`src/cpu_irq_pkg.sv`:
```
/*
  Constants for the interrupt request and vectoring block: register
  offsets, reset values, field positions, source table defaults.
  Assumes a 32-bit AXI4-Lite register bus and one system clock.
*/
`default_nettype none

package cpu_irq_pkg;

  // ----------------------------------------------------------------
  // sizes
  // ----------------------------------------------------------------
  localparam int SRC_N  = 15;
  localparam int SRC_W  = 4;
  localparam int VEC_W  = 16;
  localparam int ADDR_W = 8;
  localparam int DATA_W = 32;

  // ----------------------------------------------------------------
  // register offsets (byte addresses)
  // ----------------------------------------------------------------
  localparam logic [ADDR_W-1:0] OFS_CTRL     = 8'h00;
  localparam logic [ADDR_W-1:0] OFS_SRC_EN   = 8'h04;
  localparam logic [ADDR_W-1:0] OFS_PRIO     = 8'h08;
  localparam logic [ADDR_W-1:0] OFS_PEND     = 8'h0C;
  localparam logic [ADDR_W-1:0] OFS_PEND_CLR = 8'h10;
  localparam logic [ADDR_W-1:0] OFS_STATE    = 8'h14;
  localparam logic [ADDR_W-1:0] OFS_EVT_STAT = 8'h18;
  localparam logic [ADDR_W-1:0] OFS_EVT_MASK = 8'h1C;

  // ----------------------------------------------------------------
  // fields and reset values
  // ----------------------------------------------------------------
  localparam int CTRL_GEN_BIT   = 0;
  localparam int STATE_LOW_BIT  = 0;
  localparam int STATE_HIGH_BIT = 1;
  localparam int STATE_REQ_BIT  = 2;
  localparam int STATE_SRC_LSB  = 4;
  localparam int EVT_N          = 3;
  localparam int EVT_TAKEN      = 0;
  localparam int EVT_RETURN     = 1;
  localparam int EVT_PREEMPT    = 2;

  localparam logic             GEN_RST  = 1'b0;
  localparam logic [SRC_N-1:0] SRC_RST  = 15'h0000;
  localparam logic [EVT_N-1:0] EVT_RST  = 3'h0;
  localparam logic [SRC_N-1:0] HW_CLR_DEF = 15'h000F;

  localparam logic [1:0] RESP_OKAY   = 2'h0;
  localparam logic [1:0] RESP_SLVERR = 2'h2;

  // ----------------------------------------------------------------
  // default vector and arbitration tables
  // ----------------------------------------------------------------
  localparam logic [VEC_W-1:0] VEC_BASE   = 16'h0003;
  localparam logic [VEC_W-1:0] VEC_STRIDE = 16'h0008;

  function automatic logic [SRC_N*VEC_W-1:0] defVecTable();
    logic [SRC_N*VEC_W-1:0] t;
    t = '0;
    for (int i = 0; i < SRC_N; i++) begin
      t[i*VEC_W +: VEC_W] = VEC_BASE + VEC_STRIDE * VEC_W'(i);
    end
    return t;
  endfunction

  function automatic logic [SRC_N*SRC_W-1:0] defRankTable();
    logic [SRC_N*SRC_W-1:0] t;
    t = '0;
    for (int i = 0; i < SRC_N; i++) begin
      t[i*SRC_W +: SRC_W] = SRC_W'(i);
    end
    return t;
  endfunction

endpackage

`default_nettype wire

```
`src/cpu_interrupt_handler.sv`:
```
/*
  Interrupt request and vectoring logic with an AXI4-Lite register
  slave. Assumes the core sequencer pulses instrDone at each
  instruction boundary, retiDone when a return_from_interrupt
  completes, and vectorAck when it starts the long_call_to_vector.
  srcEvent comes from logic on clk_sys.
*/
// Design decisions made here: the AXI4-Lite register port and the register addresses.
`timescale 1ns/10ps
`default_nettype none

module cpu_interrupt_handler
  import cpu_irq_pkg::*;
#(
  parameter logic [cpu_irq_pkg::SRC_N*cpu_irq_pkg::VEC_W-1:0] VEC_TABLE =
    cpu_irq_pkg::defVecTable(),
  parameter logic [cpu_irq_pkg::SRC_N*cpu_irq_pkg::SRC_W-1:0] RANK_TABLE =
    cpu_irq_pkg::defRankTable(),
  parameter logic [cpu_irq_pkg::SRC_N-1:0] HW_CLR_MASK =
    cpu_irq_pkg::HW_CLR_DEF
) (
  input  wire logic                             clk_sys,
  input  wire logic                             rst_b,
  input  wire logic                             ce,
  input  wire logic [cpu_irq_pkg::SRC_N-1:0]    srcEvent,
  input  wire logic                             instrDone,
  input  wire logic                             retiDone,
  input  wire logic                             vectorAck,
  output var  logic                             vectorReq,
  output var  logic [cpu_irq_pkg::VEC_W-1:0]    vectorAddr,
  output var  logic [cpu_irq_pkg::SRC_W-1:0]    vectorSrc,
  output var  logic                             irq,
  input  wire logic [cpu_irq_pkg::ADDR_W-1:0]   s_axi_awaddr,
  input  wire logic                             s_axi_awvalid,
  output var  logic                             s_axi_awready,
  input  wire logic [cpu_irq_pkg::DATA_W-1:0]   s_axi_wdata,
  input  wire logic [3:0]                       s_axi_wstrb,
  input  wire logic                             s_axi_wvalid,
  output var  logic                             s_axi_wready,
  output var  logic [1:0]                       s_axi_bresp,
  output var  logic                             s_axi_bvalid,
  input  wire logic                             s_axi_bready,
  input  wire logic [cpu_irq_pkg::ADDR_W-1:0]   s_axi_araddr,
  input  wire logic                             s_axi_arvalid,
  output var  logic                             s_axi_arready,
  output var  logic [cpu_irq_pkg::DATA_W-1:0]   s_axi_rdata,
  output var  logic [1:0]                       s_axi_rresp,
  output var  logic                             s_axi_rvalid,
  input  wire logic                             s_axi_rready
);
  import cpu_irq_pkg::*;

  // ----------------------------------------------------------------
  // helpers
  // ----------------------------------------------------------------
  function automatic logic [VEC_W-1:0] vecOf(input logic [SRC_W-1:0] s);
    return VEC_TABLE[s*VEC_W +: VEC_W];
  endfunction

  // lowest rank among candidates wins
  function automatic logic [SRC_W-1:0] pickSrc(input logic [SRC_N-1:0] c);
    logic [SRC_W-1:0] best;
    logic [SRC_W-1:0] bestRank;
    logic             found;
    best     = '0;
    bestRank = '1;
    found    = 1'b0;
    for (int i = 0; i < SRC_N; i++) begin
      if (c[i] && (!found || RANK_TABLE[i*SRC_W +: SRC_W] < bestRank)) begin
        best     = SRC_W'(i);
        bestRank = RANK_TABLE[i*SRC_W +: SRC_W];
        found    = 1'b1;
      end
    end
    return best;
  endfunction

  function automatic logic [DATA_W-1:0] strbMask(input logic [3:0] s);
    return {{8{s[3]}}, {8{s[2]}}, {8{s[1]}}, {8{s[0]}}};
  endfunction

  // ----------------------------------------------------------------
  // state
  // ----------------------------------------------------------------
  logic             globalEn_reg;
  logic [SRC_N-1:0] srcEn_reg;
  logic [SRC_N-1:0] prio_reg;
  logic [SRC_N-1:0] pend_reg,    pend_next;
  logic [SRC_N-1:0] cand_reg;
  logic             inSvcLow_reg, inSvcHigh_reg;
  logic             reqHigh_reg;
  logic [EVT_N-1:0] evtStat_reg, evtStat_next;
  logic [EVT_N-1:0] evtMask_reg;

  // ----------------------------------------------------------------
  // bus decode
  // ----------------------------------------------------------------
  wire logic wrGo = s_axi_awvalid && s_axi_wvalid && !s_axi_bvalid
                    && !s_axi_awready;
  wire logic rdGo = s_axi_arvalid && !s_axi_rvalid && !s_axi_arready;
  wire logic [DATA_W-1:0] wMask  = strbMask(s_axi_wstrb);
  wire logic [DATA_W-1:0] wBits  = s_axi_wdata & wMask;
  wire logic wrCtrl    = wrGo && s_axi_awaddr == OFS_CTRL;
  wire logic wrSrcEn   = wrGo && s_axi_awaddr == OFS_SRC_EN;
  wire logic wrPrio    = wrGo && s_axi_awaddr == OFS_PRIO;
  wire logic wrPend    = wrGo && s_axi_awaddr == OFS_PEND;
  wire logic wrPendClr = wrGo && s_axi_awaddr == OFS_PEND_CLR;
  wire logic wrEvtStat = wrGo && s_axi_awaddr == OFS_EVT_STAT;
  wire logic wrEvtMask = wrGo && s_axi_awaddr == OFS_EVT_MASK;
  wire logic wrHit = wrCtrl || wrSrcEn || wrPrio || wrPend || wrPendClr
                     || wrEvtStat || wrEvtMask
                     || (wrGo && s_axi_awaddr == OFS_STATE);

  wire logic [DATA_W-1:0] stateWord =
    DATA_W'({vectorSrc, 1'b0, vectorReq, inSvcHigh_reg, inSvcLow_reg});
  logic [DATA_W-1:0] rdWord;
  logic              rdHit;
  always_comb begin
    rdHit  = 1'b1;
    unique case (s_axi_araddr)
      OFS_CTRL:     rdWord = DATA_W'(globalEn_reg);
      OFS_SRC_EN:   rdWord = DATA_W'(srcEn_reg);
      OFS_PRIO:     rdWord = DATA_W'(prio_reg);
      OFS_PEND:     rdWord = DATA_W'(pend_reg);
      OFS_PEND_CLR: rdWord = '0;
      OFS_STATE:    rdWord = stateWord;
      OFS_EVT_STAT: rdWord = DATA_W'(evtStat_reg);
      OFS_EVT_MASK: rdWord = DATA_W'(evtMask_reg);
      default: begin
        rdWord = '0;
        rdHit  = 1'b0;
      end
    endcase
  end

  // ----------------------------------------------------------------
  // arbitration
  // ----------------------------------------------------------------
  wire logic [SRC_N-1:0] candNow = pend_reg & srcEn_reg
                                   & {SRC_N{globalEn_reg}};
  wire logic [SRC_N-1:0] hiCand = cand_reg & prio_reg
                                  & {SRC_N{!inSvcHigh_reg}};
  wire logic [SRC_N-1:0] loCand = cand_reg & ~prio_reg
                                  & {SRC_N{!inSvcHigh_reg && !inSvcLow_reg}};
  wire logic hasHi = |hiCand;
  wire logic hasAny = hasHi || |loCand;
  wire logic [SRC_W-1:0] selSrc = hasHi ? pickSrc(hiCand)
                                        : pickSrc(loCand);
  wire logic launch = !vectorReq && instrDone && !retiDone
                      && hasAny;
  wire logic taken  = vectorReq && vectorAck;
  wire logic [SRC_N-1:0] hwClr = taken
    ? (HW_CLR_MASK & (SRC_N'(1) << vectorSrc)) : '0;

  // software clears lose against a same-cycle hardware set
  assign pend_next = (pend_reg & ~hwClr
                      & ~(wrPendClr ? wBits[SRC_N-1:0] : '0))
                     | srcEvent
                     | (wrPend ? wBits[SRC_N-1:0] : '0);

  wire logic [EVT_N-1:0] evtSet =
    {taken && reqHigh_reg && inSvcLow_reg, retiDone, taken};
  assign evtStat_next = (evtStat_reg
                         & ~(wrEvtStat ? wBits[EVT_N-1:0] : '0)) | evtSet;

  // ----------------------------------------------------------------
  // configuration registers
  // ----------------------------------------------------------------
  always_ff @(posedge clk_sys) begin
    if (!rst_b) begin
      globalEn_reg <= GEN_RST;
      srcEn_reg    <= SRC_RST;
      prio_reg     <= SRC_RST;
      evtMask_reg  <= EVT_RST;
    end else if (ce) begin
      if (wrCtrl) globalEn_reg <= wBits[CTRL_GEN_BIT] |
        (globalEn_reg & !wMask[CTRL_GEN_BIT]);
      if (wrSrcEn) srcEn_reg <= (srcEn_reg & ~wMask[SRC_N-1:0])
                                | wBits[SRC_N-1:0];
      if (wrPrio) prio_reg <= (prio_reg & ~wMask[SRC_N-1:0])
                              | wBits[SRC_N-1:0];
      if (wrEvtMask) evtMask_reg <= (evtMask_reg & ~wMask[EVT_N-1:0])
                                    | wBits[EVT_N-1:0];
    end
  end

  // ----------------------------------------------------------------
  // pending flags, detection, events
  // ----------------------------------------------------------------
  always_ff @(posedge clk_sys) begin
    if (!rst_b) begin
      pend_reg    <= SRC_RST;
      cand_reg    <= SRC_RST;
      evtStat_reg <= EVT_RST;
      irq         <= 1'b0;
    end else if (ce) begin
      pend_reg    <= pend_next;
      cand_reg    <= candNow;
      evtStat_reg <= evtStat_next;
      irq         <= |(evtStat_reg & evtMask_reg);
    end
  end

  // ----------------------------------------------------------------
  // vectoring and service levels
  // ----------------------------------------------------------------
  always_ff @(posedge clk_sys) begin
    if (!rst_b) begin
      vectorReq     <= 1'b0;
      vectorAddr    <= '0;
      vectorSrc     <= '0;
      reqHigh_reg   <= 1'b0;
      inSvcLow_reg  <= 1'b0;
      inSvcHigh_reg <= 1'b0;
    end else if (ce) begin
      if (launch) begin
        vectorReq   <= 1'b1;
        vectorSrc   <= selSrc;
        vectorAddr  <= vecOf(selSrc);
        reqHigh_reg <= hasHi;
      end else if (taken) begin
        vectorReq <= 1'b0;
      end
      if (taken && reqHigh_reg) inSvcHigh_reg <= 1'b1;
      else if (retiDone && inSvcHigh_reg) inSvcHigh_reg <= 1'b0;
      if (taken && !reqHigh_reg) inSvcLow_reg <= 1'b1;
      else if (retiDone && !inSvcHigh_reg) inSvcLow_reg <= 1'b0;
    end
  end

  // ----------------------------------------------------------------
  // AXI4-Lite slave
  // ----------------------------------------------------------------
  always_ff @(posedge clk_sys) begin
    if (!rst_b) begin
      s_axi_awready <= 1'b0;
      s_axi_wready  <= 1'b0;
      s_axi_bvalid  <= 1'b0;
      s_axi_bresp   <= RESP_OKAY;
      s_axi_arready <= 1'b0;
      s_axi_rvalid  <= 1'b0;
      s_axi_rresp   <= RESP_OKAY;
      s_axi_rdata   <= '0;
    end else if (ce) begin
      s_axi_awready <= wrGo;
      s_axi_wready  <= wrGo;
      s_axi_arready <= rdGo;
      if (wrGo) begin
        s_axi_bvalid <= 1'b1;
        s_axi_bresp  <= wrHit ? RESP_OKAY : RESP_SLVERR;
      end else if (s_axi_bready) begin
        s_axi_bvalid <= 1'b0;
      end
      if (rdGo) begin
        s_axi_rvalid <= 1'b1;
        s_axi_rdata  <= rdWord;
        s_axi_rresp  <= rdHit ? RESP_OKAY : RESP_SLVERR;
      end else if (s_axi_rready) begin
        s_axi_rvalid <= 1'b0;
      end
    end
  end

  // ----------------------------------------------------------------
  // checks
  // ----------------------------------------------------------------
  AST_GLOBAL_GATE: assert property (@(posedge clk_sys)
    disable iff (!rst_b || !ce)
    $rose(vectorReq) |-> $past(globalEn_reg, 2))
    else $error("vector request raised with global enable off");

  AST_AT_BOUNDARY: assert property (@(posedge clk_sys)
    disable iff (!rst_b || !ce)
    $rose(vectorReq) |-> $past(instrDone) && !$past(retiDone))
    else $error("vector request not at an instruction boundary");

  AST_VECTOR_ADDR: assert property (@(posedge clk_sys)
    disable iff (!rst_b || !ce)
    vectorReq |-> vectorAddr == vecOf(vectorSrc))
    else $error("vector address does not match source");

  AST_SOURCE_ENABLED: assert property (@(posedge clk_sys)
    disable iff (!rst_b || !ce)
    $rose(vectorReq) |-> |($past(srcEn_reg, 2) & $past(pend_reg, 2)
                           & (SRC_N'(1) << vectorSrc)))
    else $error("request for a disabled or idle source");

  AST_FLAG_SET: assert property (@(posedge clk_sys)
    disable iff (!rst_b || !ce)
    |srcEvent |=> (pend_reg & $past(srcEvent)) == $past(srcEvent))
    else $error("pending flag missed its event");

  AST_HW_CLEAR: assert property (@(posedge clk_sys)
    disable iff (!rst_b || !ce)
    taken && HW_CLR_MASK[vectorSrc] && !srcEvent[vectorSrc] && !wrPend
    |=> !pend_reg[$past(vectorSrc)])
    else $error("hardware-cleared flag still set after vectoring");

  AST_RETURN_REENTRY: assert property (@(posedge clk_sys)
    disable iff (!rst_b || !ce)
    instrDone && !retiDone && !vectorReq && hasAny |=> vectorReq)
    else $error("no re-entry after one further instruction");

  AST_LOW_WAITS: assert property (@(posedge clk_sys)
    disable iff (!rst_b || !ce)
    $rose(vectorReq) && !reqHigh_reg |-> !$past(inSvcLow_reg)
                                         && !$past(inSvcHigh_reg))
    else $error("low-priority request entered a running routine");

  AST_HIGH_ALONE: assert property (@(posedge clk_sys)
    disable iff (!rst_b || !ce)
    $rose(vectorReq) |-> !$past(inSvcHigh_reg))
    else $error("high-priority routine was preempted");

  AST_HIGH_FIRST: assert property (@(posedge clk_sys)
    disable iff (!rst_b || !ce)
    $rose(vectorReq) |-> reqHigh_reg == $past(hasHi))
    else $error("lower level chosen over a high request");

  AST_IRQ_LEVEL: assert property (@(posedge clk_sys)
    disable iff (!rst_b || !ce)
    taken && evtMask_reg[EVT_TAKEN] |-> ##2 irq)
    else $error("interrupt output missed a masked-in event");

endmodule // cpu_interrupt_handler

`default_nettype wire

```
`config.mk`:
```
export PLATFORM = sky130hd
export DESIGN_NAME = cpu_interrupt_handler
export DESIGN_NICKNAME = d
export VERILOG_FILES = /design/src/cpu_irq_pkg.sv /design/src/cpu_interrupt_handler.sv
export SDC_FILE = /design/constraint.sdc
export NUM_CORES = 1
export LEC_CHECK = 0
export BUFFER_PORTS_ARGS = -buffer_cell sky130_fd_sc_hd__buf_2
export CAP_MARGIN = 5
export CORE_MARGIN = 1
export CORE_UTILIZATION = 43
export CTS_CLUSTER_DIAMETER = 200
export DETAILED_ROUTE_END_ITERATION = 8
export GPL_TIMING_DRIVEN = 1
export PLACE_DENSITY_LB_ADDON = 0.2
export SYNTH_ARGS = -nofsm -noshare
export SYNTH_HDL_FRONTEND = slang
export SYNTH_SLANG_ARGS = --single-unit
export TNS_END_PERCENT = 30
```
`constraint.sdc`:
```
create_clock -name clk_sys -period 2.5 [get_ports clk_sys]
set_clock_uncertainty 0.05 [all_clocks]
set_input_delay 0.25 -clock clk_sys [delete_from_list [all_inputs] [get_ports clk_sys]]
set_output_delay 0.25 -clock clk_sys [all_outputs]
set_load 0.01 [all_outputs]
```
==> results.md <==
- Status: complete, no violations
- Cts repair resizes: 0
- Post-CTS setup buffer count: 0
- Placed cells: 889
- Ys async rst share: 0%
- Count of input and output buffers: 92
- Synth cell types: 59
- Post-Syn Instances: 634
- Post-synth EDFFs: 0
- Fraction of layout cells with a size suffix above 1: 21.6%
- Min-delay worst type: in -> reg
- Critical Path End Type: flop
- Via Count: 5,184
- Area share of the largest cell type after synthesis: 36.8%
- Slew @ Worst Pin: 611 ps
- Total routed wirelength: 15,900 um
- Leading cell types in the layout, fill and taps excluded: dfxtp_1 (102), buf_2 (92), nand2_1 (63)
- Unrepaired setup endpoints after global routing: no
- Worst-path fanout max: 6
- CP top delay family: compound AO/OA/AOI/OAI gates
- Final period util: 90.2%
- Primary FF master, synth: dfxtp_1
- DRT Pass-1 Iters: 5
- GR Util All Layers: 24.8%
- Avg Vias per Cell: 5.73
- Layout Nets: 806
- Worst EP required: 2710 ps
- Max incr delay on CP: 420 ps
- Max H-tree Level: 3
- Wire per inst: 17.5 um
- Slowest cell on crit path: o31ai_4
- Drt initial violations: 394
- Antenna fix cells: 0
- Largest net degree at the start of global routing: 50
- Critical path depth: 7
- Post-synthesis area per instance: 8.74 sq um
- Fmax achieved: 0.443 GHz
- CP Launch Type: flop
- Length in cells of the worst reg-to-reg path: 7
- Routed Antenna Nets: 0
- Global route overflow: 0
- Final GP Congestion: 0.903
- Post-route setup TNS: 0 ps
- Mapped Area: 5540 sq um
- Fill cells: 1,217
- Die area: 13,300 sq um
- Max Cap Viol: 0
- IO Pins: 141
- Final cell count without fillers: 905
- Cts bufs inserted: 9
- Starting Density: 44.1%
- Hold-critical path depth: 3
- Critical Path, Cell by Cell: a222oi_1 -> buf_4 -> nor2_1 -> or3_4 -> o31ai_4 -> nor3_1 -> o21a_1
- Fin crit period: 2260 ps
- Final hold vios: 0
- Core Rows: 41
- Root buf cell: clkbuf_16
- Leakage Power: 0.00264 uW
- Slew Limit Fails: 0
- Clk_lat worst skew: 360 ps
- TritonCTS clock tree: yes
- DPL Wire Length: 11,800 um
- Hold Buf Count CTS: 0
- Total core area: 12,600 sq um
- Arr. time, crit path: 2460 ps
- CP Class: reg -> reg
- Vias in the first global route: 4,812
- Die Y: 116 um
- Maximum buffer depth of the clock tree: 2
- Power per cell area: 530 nW/um^2
- Commonest non-fill, non-tap cell in the layout: dfxtp_1
- Top cells by area, synth: dfxtp_1 (37%), nor2b_1 (6.2%), mux2i_1 (6.1%)
- Yosys Warn Count: 0
- Drt drc: 0
- Area leader, netlist: dfxtp_1
- Relative slew slack: 58.9%
- Buffer and inverter count on the worst path: 1
- Die Wd: 116 um
- Maximum vdd drop: 258 uV
- Global-route wire length before repair: 25,100 um
- P&R area growth vs syn: 17.2%
- Final setup viols: 0
- Flops & latches, synth: 102
- Clk slew on worst S/H paths: 70 ps
- CTS Sinks: 102
- Initial antenna violation count: 0
- Seq/Total Area, Yosys: 36.8%
## power breakdown
group	switching (uW)	internal [uW]	leakage, uW	total [uW]
clock	663	842	0.000157	1510
sequential	20.9	1650	0.000826	1670
combinational	157	115	0.00166	271
## cell type report
type / instances / area, sq um / share of cell area (%)
multi-input cells: 491 / 3230 / 49.8
well taps: 172 / 215 / 3.31
clock inverters: 5 / 65.1 / 1.00
repair buffers: 121 / 678 / 10.4
flip-flops and latches: 102 / 2040 / 31.4
clock buffers: 11 / 253 / 3.89
inverters: 3 / 11.3 / 0.173
## cell usage after synthesis (all sizes together) (5+ instances only)
library cell / count
a22oi: 28
mux2i: 34
and2: 10
clkbuf: 31
nor3: 9
dfxtp: 102
o2bb2ai: 8
nor2: 21
nor4: 5
a222oi: 6
a21oi: 13
mux2: 6
nand3: 16
nand4: 17
a211oi: 5
nand2: 63
o21ai: 25
a32oi: 5
a21boi: 35
a21o: 8
nor2b: 55
nand2b: 32
buf: 35
## final timing paths
path	slack (ps)	end	startpoint
setup reg to reg	240	vectorSrc[3]	prio_reg[14]
hold reg to reg	420	s_axi_bresp[1]	s_axi_bresp[1]
setup / recovery	240	vectorSrc[3]	prio_reg[14]
hold / removal	80	pend_reg[5]	srcEvent[5]
## metal layers
metal | part of all wire (%) | wire length, um | GRT usage [%]
met1 | 46 | 7330 | 34.6
met2 | 45 | 7100 | 37.8
met3 | 7.1 | 1130 | 4.24
met4 | 2.0 | 318 | 10.6
met5 | 0 | 0 | 0
## logic make-up (layout without fill, tap and decap cells)
group,Yosys count,after routing,share of synthesized area (%)
simple gates,250,250,25.0
flops,102,102,36.8
other cells,1,29,0.0677
buf+inv,69,140,6.93
mux,43,43,8.58
compound gates,169,169,22.6
## worst reg2reg max path, stage by stage (launching register included)
cell	delay, ps
dfxtp_1	350
a222oi_1	350
buf_4	180
nor2_1	50
or3_4	410
o31ai_4	420
nor3_1	140
o21a_1	200
## per-stage QoR
step / utilization, % / power, uW / hold slack [ps] / setup WS, ps / area [sq um]
after floorplan: - / 1890 / 321 / 414 / 5650
after global placement: 49.2 / 1970 / 401 / 254 / 6180
after detailed placement: 49.2 / 1970 / 418 / 232 / 6180
after CTS: 51.7 / 3470 / 75.9 / 217 / 6500
after global routing: 51.7 / 3570 / 111 / 80.7 / 6500
final: 51.7 / 3440 / 78.1 / 245 / 6500
Note: power is estimated with default switching activity, not from simulation.
